`src/inc/pd_ctrl_regs.svh`:
```
// constants for the power-down controller
`ifndef PD_CTRL_REGS_SVH
`define PD_CTRL_REGS_SVH
// register offsets (byte addresses)
`define PD_REG_MODE 4'h0
`define PD_REG_STATUS 4'h4
// mode register fields
`define PD_MODE_CPU0 0
`define PD_MODE_CPU1 1
`define PD_MODE_CPU2 2
`define PD_MODE_SRC 3
`define PD_MODE_DOT 4
`define PD_MODE_RESET 5'h00
// status register fields
`define PD_STAT_ARMED 0
`define PD_STAT_DOWN 1
`define PD_STAT_LOCKED 2
`define PD_STAT_RUN 3
// timing
`define PD_CLK_MHZ 100
`define PD_UP_LATENCY_US 1800
`define PD_UP_CYCLES (`PD_UP_LATENCY_US * `PD_CLK_MHZ)
`define PD_HIGH_US 300
`define PD_HIGH_CYCLES (`PD_HIGH_US * `PD_CLK_MHZ)
`define PD_INIT_WIN_US 10
`define PD_INIT_WIN_CYCLES (`PD_INIT_WIN_US * `PD_CLK_MHZ)
`endif

```
`src/inc/pd_ctrl_pkg.sv`:
```
// types for the power-down controller
package pd_ctrl_pkg;
	typedef enum logic [2:0] {
		ST_WAIT_PG,
		ST_RUN,
		ST_PARK,
		ST_OFF,
		ST_LOCK,
		ST_UNGATE
	} pd_state_t;
	typedef enum logic [1:0] {
		LEG_LOW,
		LEG_HIGH,
		LEG_HIZ,
		LEG_CLOCK
	} leg_mode_t;
endpackage : pd_ctrl_pkg

```
`src/verilog/clock_gen_power_down_control.sv`:
```
// power-down entry and exit control for a clock generator
`timescale 1ns/1ps
`default_nettype none
`include "pd_ctrl_regs.svh"
module clock_gen_power_down_control #(
	parameter int UP_CYCLES = `PD_UP_CYCLES,
	parameter int HIGH_CYCLES = `PD_HIGH_CYCLES,
	parameter int INIT_CYCLES = `PD_INIT_WIN_CYCLES,
	parameter int N_DIFF = 5
) (
	// clock, reset, enable
	input wire logic core_clk,
	input wire logic rst,
	input wire logic clk_en,
	// register port
	input wire logic [3:0] reg_addr,
	input wire logic [31:0] reg_wdata,
	input wire logic reg_wr,
	input wire logic reg_rd,
	output logic [31:0] reg_rdata,
	// shared pin, sampled synchronously
	input wire logic power_good_strobe_n,
	// internal clocks and analog status
	input wire logic cpu_clock_complement,
	input wire logic se_clock,
	input wire logic pll_locked,
	// analog controls
	output logic osc_enable,
	output logic vco_enable,
	// single-ended output gate (1 = running)
	output logic se_run,
	// per differential output, index per mode bit layout
	output pd_ctrl_pkg::leg_mode_t diff_true_mode [N_DIFF],
	output logic [N_DIFF-1:0] diff_comp_oe,
	output logic power_down_state
);
	import pd_ctrl_pkg::*;

	pd_state_t state_q;
	logic [N_DIFF-1:0] mode_q;
	logic armed_q;
	logic req_s1_q, req_s2_q;
	logic cc_q, se_q;
	logic det_q;
	logic [31:0] cnt_q;
	logic [31:0] hi_cnt_q;
	logic [N_DIFF-1:0] parked_q;
	logic [N_DIFF-1:0] hiz_hold_q;
	logic lock_s1_q, lock_s2_q;
	wire cc_fall = cc_q & ~cpu_clock_complement;
	wire cc_rise = ~cc_q & cpu_clock_complement;
	wire se_fall = se_q & ~se_clock;

	// pin role, armed once strobe seen low
	always_ff @(posedge core_clk or posedge rst) begin
		if (rst) begin
			armed_q <= 1'b0;
		end else if (clk_en && !power_good_strobe_n) begin
			armed_q <= 1'b1;
		end
	end

	// request synchroniser, two stages on core clock
	always_ff @(posedge core_clk or posedge rst) begin
		if (rst) begin
			req_s1_q <= 1'b0;
			req_s2_q <= 1'b0;
			lock_s1_q <= 1'b0;
			lock_s2_q <= 1'b0;
		end else if (clk_en) begin
			req_s1_q <= power_good_strobe_n & armed_q;
			req_s2_q <= req_s1_q;
			lock_s1_q <= pll_locked;
			lock_s2_q <= lock_s1_q;
		end
	end

	// edge history of the monitored clocks
	always_ff @(posedge core_clk or posedge rst) begin
		if (rst) begin
			cc_q <= 1'b0;
			se_q <= 1'b0;
		end else if (clk_en) begin
			cc_q <= cpu_clock_complement;
			se_q <= se_clock;
		end
	end

	// detection: high at two consecutive complement rises
	always_ff @(posedge core_clk or posedge rst) begin
		if (rst) begin
			det_q <= 1'b0;
		end else if (clk_en) begin
			if (!req_s2_q) begin
				det_q <= 1'b0;
			end else if (cc_rise) begin
				det_q <= 1'b1;
			end
		end
	end
	// a second high rise while det_q stands completes detection
	wire detected = det_q & req_s2_q & cc_rise;

	// mode register, one bit per differential group
	always_ff @(posedge core_clk or posedge rst) begin
		if (rst) begin
			mode_q <= N_DIFF'(`PD_MODE_RESET);
		end else if (clk_en && reg_wr && reg_addr == `PD_REG_MODE) begin
			mode_q <= reg_wdata[N_DIFF-1:0];
		end
	end

	// read data one cycle after the strobe; unmapped reads zero
	always_ff @(posedge core_clk or posedge rst) begin
		if (rst) begin
			reg_rdata <= 32'h0;
		end else if (clk_en) begin
			reg_rdata <= 32'h0;
			if (reg_rd && reg_addr == `PD_REG_MODE) begin
				reg_rdata[N_DIFF-1:0] <= mode_q;
			end else if (reg_rd && reg_addr == `PD_REG_STATUS) begin
				reg_rdata[`PD_STAT_ARMED] <= armed_q;
				reg_rdata[`PD_STAT_DOWN] <= power_down_state;
				reg_rdata[`PD_STAT_LOCKED] <= lock_s2_q;
				reg_rdata[`PD_STAT_RUN] <= (state_q == ST_RUN);
			end
		end
	end

	// main sequence; park before oscillator off
	always_ff @(posedge core_clk or posedge rst) begin
		if (rst) begin
			state_q <= ST_WAIT_PG;
			cnt_q <= 32'h0;
		end else if (clk_en) begin
			unique case (state_q)
				ST_WAIT_PG: begin
					// initial power-down honoured inside the start-up window
					cnt_q <= 32'h0;
					if (armed_q) begin
						state_q <= ST_LOCK;
					end
				end
				ST_RUN: begin
					if (detected) begin
						state_q <= ST_PARK;
					end
				end
				ST_PARK: begin
					// waits on the clock edges alone, frequency-agnostic
					if (&parked_q && !se_run) begin
						state_q <= ST_OFF;
					end
				end
				ST_OFF: begin
					cnt_q <= 32'h0;
					if (!req_s2_q) begin
						state_q <= ST_LOCK;
					end
				end
				ST_LOCK: begin
					// waits lock, bounded by the latency budget
					// lock alone never closes the window in which an initial request still parks
					cnt_q <= cnt_q + 32'h1;
					if (req_s2_q && cnt_q < 32'(INIT_CYCLES)) begin
						state_q <= ST_PARK;
					end else if ((lock_s2_q && cnt_q >= 32'(INIT_CYCLES)) || cnt_q >= 32'(UP_CYCLES - 1)) begin
						state_q <= ST_UNGATE;
					end
				end
				ST_UNGATE: begin
					// release on a complement falling edge
					if (cc_fall) begin
						state_q <= ST_RUN;
					end
				end
				default: state_q <= ST_WAIT_PG;
			endcase
		end
	end

	// oscillator and vco stay on until every output is parked
	always_ff @(posedge core_clk or posedge rst) begin
		if (rst) begin
			osc_enable <= 1'b1;
			vco_enable <= 1'b1;
			power_down_state <= 1'b0;
		end else if (clk_en) begin
			osc_enable <= (state_q != ST_OFF);
			vco_enable <= (state_q != ST_OFF);
			power_down_state <= (state_q == ST_PARK) || (state_q == ST_OFF);
		end
	end

	// single-ended outputs stop low on their falling edge
	always_ff @(posedge core_clk or posedge rst) begin
		if (rst) begin
			se_run <= 1'b0;
		end else if (clk_en) begin
			if (state_q == ST_PARK && se_fall) begin
				se_run <= 1'b0;
			end else if (state_q == ST_UNGATE && cc_fall) begin
				se_run <= 1'b1;
			end
		end
	end

	// each differential output parks on a complement fall
	always_ff @(posedge core_clk or posedge rst) begin
		if (rst) begin
			parked_q <= '1;
		end else if (clk_en) begin
			if (state_q == ST_PARK && cc_fall) begin
				parked_q <= '1;
			end else if (state_q == ST_UNGATE && cc_fall) begin
				parked_q <= '0;
			end
		end
	end

	// floated outputs pulled high within the budget after exit
	always_ff @(posedge core_clk or posedge rst) begin
		if (rst) begin
			hi_cnt_q <= 32'h0;
			hiz_hold_q <= '0;
		end else if (clk_en) begin
			if (state_q == ST_PARK || state_q == ST_OFF) begin
				hi_cnt_q <= 32'h0;
				hiz_hold_q <= mode_q;
			end else if (hiz_hold_q != '0) begin
				hi_cnt_q <= hi_cnt_q + 32'h1;
				// half the budget leaves margin for the analog rise
				if (hi_cnt_q >= 32'(HIGH_CYCLES / 2)) begin
					hiz_hold_q <= '0;
				end
			end
		end
	end

	// leg drive per output from its mode bit
	always_ff @(posedge core_clk or posedge rst) begin
		if (rst) begin
			for (int i = 0; i < N_DIFF; i++) begin
				diff_true_mode[i] <= LEG_HIGH;
			end
			diff_comp_oe <= '0;
		end else if (clk_en) begin
			for (int i = 0; i < N_DIFF; i++) begin
				// released on the same edge as the single-ended gate
				if (!parked_q[i] || (state_q == ST_UNGATE && cc_fall)) begin
					diff_true_mode[i] <= LEG_CLOCK;
					diff_comp_oe[i] <= 1'b1;
				end else if (hiz_hold_q[i] && state_q != ST_PARK && state_q != ST_OFF) begin
					diff_true_mode[i] <= LEG_HIZ;
					diff_comp_oe[i] <= 1'b0;
				end else begin
					diff_true_mode[i] <= (mode_q[i] && state_q != ST_WAIT_PG && state_q != ST_LOCK
						&& state_q != ST_UNGATE) ? LEG_HIZ : LEG_HIGH;
					diff_comp_oe[i] <= 1'b0;
				end
			end
		end
	end

	// checks
	chk_detect_parks: assert property (@(posedge core_clk) disable iff (rst)
		(clk_en && state_q == ST_RUN && detected) |=> state_q == ST_PARK)
		else $error("detection did not enter park");
	chk_osc_after_park: assert property (@(posedge core_clk) disable iff (rst)
		!osc_enable |-> &parked_q && !se_run)
		else $error("oscillator stopped before outputs parked");
	chk_armed_first: assert property (@(posedge core_clk) disable iff (rst)
		!armed_q |-> state_q == ST_WAIT_PG)
		else $error("sequence left wait before power-good");
	chk_sync_stage: assert property (@(posedge core_clk) disable iff (rst)
		(clk_en && $rose(req_s2_q)) |-> $past(req_s1_q))
		else $error("request bypassed synchroniser");
	chk_mode_hiz: assert property (@(posedge core_clk) disable iff (rst)
		(clk_en && state_q == ST_OFF && mode_q[0] && parked_q[0]) |=> diff_true_mode[0] == LEG_HIZ)
		else $error("mode one did not float true leg");
	chk_mode_drive: assert property (@(posedge core_clk) disable iff (rst)
		(clk_en && state_q == ST_OFF && !mode_q[0]) |=> diff_true_mode[0] == LEG_HIGH && !diff_comp_oe[0])
		else $error("mode zero did not drive true high");
	chk_ungate_edge: assert property (@(posedge core_clk) disable iff (rst)
		(state_q == ST_UNGATE && $past(state_q) != ST_UNGATE) |-> !se_run)
		else $error("output ungated before lock");
	chk_together: assert property (@(posedge core_clk) disable iff (rst)
		$rose(se_run) |-> $fell(parked_q[0]))
		else $error("outputs not enabled together");
	cov_power_down: cover property (@(posedge core_clk) disable iff (rst) state_q == ST_OFF);
	cov_exit: cover property (@(posedge core_clk) disable iff (rst) $rose(se_run));
	cov_initial_pd: cover property (@(posedge core_clk) disable iff (rst)
		state_q == ST_LOCK ##1 state_q == ST_PARK);
endmodule : clock_gen_power_down_control
`default_nettype wire
```
`config.mk`:
```
export PLATFORM = sky130hd
export DESIGN_NAME = clock_gen_power_down_control
export DESIGN_NICKNAME = d
export VERILOG_FILES = /design/src/inc/pd_ctrl_pkg.sv /design/src/verilog/clock_gen_power_down_control.sv
export VERILOG_INCLUDE_DIRS = /design/src /design/src/inc
export SDC_FILE = /design/constraint.sdc
export NUM_CORES = 1
export LEC_CHECK = 0
export BUFFER_PORTS_ARGS = -buffer_cell sky130_fd_sc_hd__buf_2
export CORE_MARGIN = 3
export CORE_UTILIZATION = 25
export DETAILED_ROUTE_END_ITERATION = 10
export GPL_TIMING_DRIVEN = 0
export SKIP_CTS_REPAIR_TIMING = 1
export SLEW_MARGIN = 20
export SYNTH_ARGS = -nofsm -noshare
export SYNTH_HDL_FRONTEND = slang
export SYNTH_SLANG_ARGS = --single-unit
```
`constraint.sdc`:
```
create_clock -name core_clk -period 4.5 [get_ports core_clk]
set_input_delay 0.45 -clock core_clk [delete_from_list [all_inputs] [get_ports core_clk]]
set_output_delay 0.45 -clock core_clk [all_outputs]
set_load 0.02 [all_outputs]
```
**Yosys cells after proc, flatten, opt, wreduce, memory -nomap -nowiden**

Cells that the tools add are included.

- Register bits: 113
- Input bits: 45
- Output and inout bits: 51
- Word-level logic and storage cells: 167

- Add/subtract/negate cells: 2
- $lt $le $gt $ge: 4
- Equality and inequality tests: 17
- Mux-type cells: 43
- Bitwise operators: 9
- Reduce and logical (&&, ||, !) cells: 68

Operator list:

| operator | count |
|---|---|
| $add A32 B1 Y32 const B | 2 |
| $mux W32 | 2 |
| $pmux W32 S2 | 1 |
| $logic_and A1 B1 Y1 | 36 |
| $ge A32 B10 Y1 const B | 1 |
| $ge A32 B14 Y1 const B | 1 |
| $ge A32 B18 Y1 const B | 1 |
| $lt A32 B10 Y1 const B | 1 |
| $mux W2 | 15 |
| $mux W5 | 5 |
| $mux W3 | 7 |
| $pmux W3 S6 | 1 |
| $mux W1 | 10 |
| $ne A2 B2 Y1 const B | 5 |
| $reduce_and A2 Y1 | 5 |
| $reduce_bool A2 Y1 | 5 |
| $ne A3 B3 Y1 const B | 3 |
| $mux W4 | 2 |
| $logic_not A1 Y1 | 7 |
| $logic_or A1 B1 Y1 | 7 |
| $reduce_and A7 Y1 | 1 |
| $and A1 B1 Y1 | 6 |
| $eq A3 B2 Y1 const B | 2 |
| $eq A3 B3 Y1 const B | 2 |
| other kinds (12) | 15 |

**Logic depth before layout (Yosys ltp)**

- Depth after elaboration: 7
- Depth in mapped cells: 9
- Mapped depth without buffers: 7

**Least setup slack after synthesis**

Ideal clock, no wire load.

- Path kind: register to register
- Start point: register state_q[2]
- End point: register state_q[2]
- Library setup time: 0.076 ns
- Data arrival time: 1.840 ns
- Data required time: 4.424 ns
- Slack: 2.584 ns
- Stages on the path, launching flop included: 8
- Buffers on the path: 1
- Period minus slack after synthesis: 1.916 ns
- Path through: dfrtp_1 -> buf_6 -> and2b_4 -> a22o_1 -> a211oi_2 -> o41a_2 -> or4b_1 -> o21ai_1

- Cells in the longest elaborated chain, start to end: 3
- Elaborated cells between the ends (all ways): 14
- Classes of those cells: 11 x eq/ne; 1 x mux; 2 x reduce/logical

Ends and longest elaborated chain:

| what | RTL line | source |
|---|---|---|
| start: declaration | clock_gen_power_down_control.sv:39 | `pd_state_t state_q;` |
| start signal: assignment | clock_gen_power_down_control.sv:133 | `state_q <= ST_WAIT_PG;` |
| start signal: assignment | clock_gen_power_down_control.sv:141 | `state_q <= ST_LOCK;` |
| start signal: assignment | clock_gen_power_down_control.sv:146 | `state_q <= ST_PARK;` |
| $eq A3 B3 Y1, or another cell as far along | clock_gen_power_down_control.sv:136 | `unique case (state_q)` |
| $ne A3 B3 Y1 (no source line) / $ne A2 B2 Y1 (equally long branches) | -- |  |
| $reduce_and A7 Y1 (no source line) | -- |  |

Several ways; a longest one is shown, not always the timed one.
A chain may end at the register's enable or synchronous reset.

**Worst setup path after layout**

- Start point: register state_q[1]
- End point: register cnt_q[21]

- Cells in the longest elaborated chain, start to end: 4
- Elaborated cells between the ends (all ways): 7
- Classes of those cells: 2 x eq/ne; 1 x mux; 4 x reduce/logical

Ends and longest elaborated chain:

| what | RTL line | source |
|---|---|---|
| $eq A3 B2 Y1 / $logic_not A3 Y1 (equally long branches) | clock_gen_power_down_control.sv:136 |  |
| $reduce_or A2 Y1 (no source line) | -- |  |
| $reduce_bool A2 Y1 (no source line) | -- |  |
| $reduce_and A2 Y1 (no source line) | -- |  |
| end signal: assignment | clock_gen_power_down_control.sv:164 | `cnt_q <= cnt_q + 32'h1;` |
| end: declaration | clock_gen_power_down_control.sv:45 | `logic [31:0] cnt_q;` |

Several ways; a longest one is shown, not always the timed one.

==> results.yml <==
outcome:
  run_status: "finished, final reports clean"
sta:
  setup_violations: 0
  slew_headroom_pct: 43.1
  rsz0062_at_grt: "false"
  fin_crit_sh_pct: 50.4
  fin_skew_ps: 6.29
  worst_pin_slew_ps: 851
  slew_viol_final: 0
  hold_viol: 0
  timing.hold.ws_ps: 114
  min_period_ps: 2270
  clock.fmax_ghz: 0.441
global_route:
  grt_max_degree: 63
  grt_use_total_pct: 10.2
  grt_pass1_vias: 3817
  grt_pass1_wl_um: 19800
  antenna_found_initial: 0
  grt_overflow_total: 0
synthesis:
  synth_cell_types: 62
  synth_most_common_cell: "dfrtp_1"
  syn_avg_cell_area_sq_um: 9.70
  synthTopCellsByArea: "dfrtp_1 44%, nor2_1 5.8%, xnor2_1 5.2%"
  synth_area_sq_um: 5520
  ys_ff_latch: 105
  synth_cells: 569
  synth_largest_area_cell: "dfrtp_1"
  ys.flop_type: "dfrtp_1"
  yosysSeqAreaShare_pct: 47.7
  ys_warn_count: 0
  async_flop_share_pct: 100
  synth_top_area_share_pct: 44.4
  synth_common_cells: "98 x dfrtp_1, 85 x nor2_1, 33 x nand2_1, 33 x xnor2_1, 32 x buf_4"
  synth_edf_count: 0
setup_path:
  critPathKind: "reg2reg"
  cpMaxStageDelayCell: "nor2_1"
  start_kind: "register"
  max_stage_delay_ps: 510
  cp-end-kind: "register"
  worstPathRequired_ps: 4720
  crit_chain: "buf_6 -> nor2_1 -> o21ai_1 -> nor2_1 -> clkbuf_1 -> nor2_1"
  path_common_cell: "nor2_1"
  cp_max_fo: 10
  r2r_setup_slack_ps: 2230
  arrival_ps: 2490
routing:
  drt.antenna.violating_nets: 0
  drc: 0
  wire_per_inst_um: 13.1
  drtIter0Drc: 164
  vias: 4097
  wl_um: 12100
  viasPerCell: 4.42
  dr.pass1.iters: 4
cts:
  cts_buffers: 9
  insertion_delay_ps: 350
  cts_max_level: 3
  cts_max_path_buffers: 2
  cts.clk_slew.worst_paths_ps: 70
  cts_tree: "done"
  root_buffer: "clkbuf_16"
  clock-sinks: 105
die:
  die_h_um: 155
  start_util_pct: 25.9
  die_area_sq_um: 23900
  die_w_um: 155
  io_pins: 96
  num_rows: 53
  coreArea_sq_um: 21400
final_layout:
  drive_gt1_share_pct: 19.2
  area_growth_pct: 17.5
  diodes: 0
  fillerInstances: 2284
  fin_nets: 695
power:
  total_power_uw: 2770
  powerDensity_nw_per_um2: 427
  leakagePower_uw: 0.00285
  peakVddDrop_mv: 0.235
placed_design:
  hpwl_um: 8870
  gp_congestion: 0.803
  port_buffers: 39
hold_path:
  min_path_type: "in2async"
flow_run:
  cap_violations: 0
-- kinds of logic (layout without fill, tap and decap cells) --
group	Yosys count	in the layout	synth area share, %
xor+xnor	50	50	7.93
buf+inv	73	129	7.61
other cells	1	27	0.0679
simple gates	235	235	22.1
fa+ha+maj	4	4	0.906
mux	13	13	2.56
compound gates	88	88	11.1
flops	105	105	47.7
-- state kept, by name (all words and copies together), names as in the netlist, 3 cells and up --
register        cells
state_q             3
reg_rdata           5
hi_cnt_q           32
mode_q              5
cnt_q              32
diff_true_mode     10
hiz_hold_q          5
-- path summary, 6_finish.rpt --
| path | from | end | cells after the start |
|---|---|---|---|
| max | state_q[1]$_DFFE_PP0P_ | cnt_q[21]$_DFFE_PP0P_ | 6 |
| max reg2reg | state_q[1]$_DFFE_PP0P_ | cnt_q[21]$_DFFE_PP0P_ | 6 |
| max in group asynchronous | rst | diff_true_mode[0]$_DFFE_PP1P_ | 3 |
| min | rst | diff_true_mode[5]$_DFFE_PP0P_ | 2 |
| min reg2reg | reg_rdata[4]$_DFFE_PP0P_ | reg_rdata[4]$_DFFE_PP0P_ | 1 |
| min in group core_clk | power_good_strobe_n | armed_q$_DFFE_PP0P_ | 2 |
-- stage by stage --
step | util [%] | setup WS (ps) | setup TNS [ps] | instance area [sq um] | instances
CTS | 30.4 | 2200 | 0 | 6490 | 926
global placement | 28.8 | -117 | -11100 | 6160 | 909
finish | 30.4 | 2230 | 0 | 6490 | 926
floorplan | - | 1300 | 0 | 5620 | 595
global route | 30.4 | 2020 | 0 | 6490 | 926
detailed placement | 29.0 | 2150 | 0 | 6190 | 910
-- power by group --
group          leakage (uW)  switching, uW  internal [uW]  total (uW)
Sequential          0.00139           99.4           1080        1180
Combinational       0.00132            515            294         809
Clock              0.000137            357            430         787
-- worst max-delay path, delay by kind of cell, from the launching register on --
family / cells / cell delay [ps]
AOI/OAI and AO/OA: 1 / 250
buffers and inverters: 2 / 580
DFF: 1 / 400
and+or+nand+nor: 3 / 900
-- per-layer routing --
layer / track usage [%] / wire length [um] / vias up
li1: - / - / 2075
met1: 15.5 / 6330 / 1948
met2: 14.6 / 5180 / 64
met3: 1.40 / 373 / 10
met4: 4.16 / 216 / 0
met5: 0 / 0 / -
-- final cells by class --
cell class / count / area (sq um) / area share (%)
plain buffers: 49 / 330 / 5.09
clock buffers: 9 / 225 / 3.47
clock inverters: 7 / 71.3 / 1.10
inverters: 24 / 95.1 / 1.47
multi-input cells: 417 / 2560 / 39.5
flip-flops and latches: 105 / 2640 / 40.6
well taps: 275 / 344 / 5.30
repair buffers: 40 / 223 / 3.43
-- cell usage in the layout (no fill, tap or decap), types with 3 or more instances in the layout --
cell / instances
a31oi_1: 4
buf_4: 32
clkbuf_16: 9
o21ai_0: 23
a21oi_1: 17
buf_6: 3
o22a_1: 5
clkbuf_1: 11
mux2i_1: 4
o21ai_1: 3
or3_1: 8
nand2_1: 33
inv_1: 22
ha_1: 4
and4_1: 6
nand4_1: 12
conb_1: 27
clkinvlp_4: 3
nor2b_1: 3
a21o_1: 3
nor4_1: 13
nand3_1: 28
nand2b_1: 5
xor2_1: 17
a22o_1: 11
buf_2: 42
xnor2_1: 33
dfstp_2: 7
and3_1: 5
dfrtp_1: 98
mux2_2: 8
nor2_1: 85
nor3_1: 19
o2bb2ai_1: 5
Note: power is estimated with default switching activity, not from simulation.
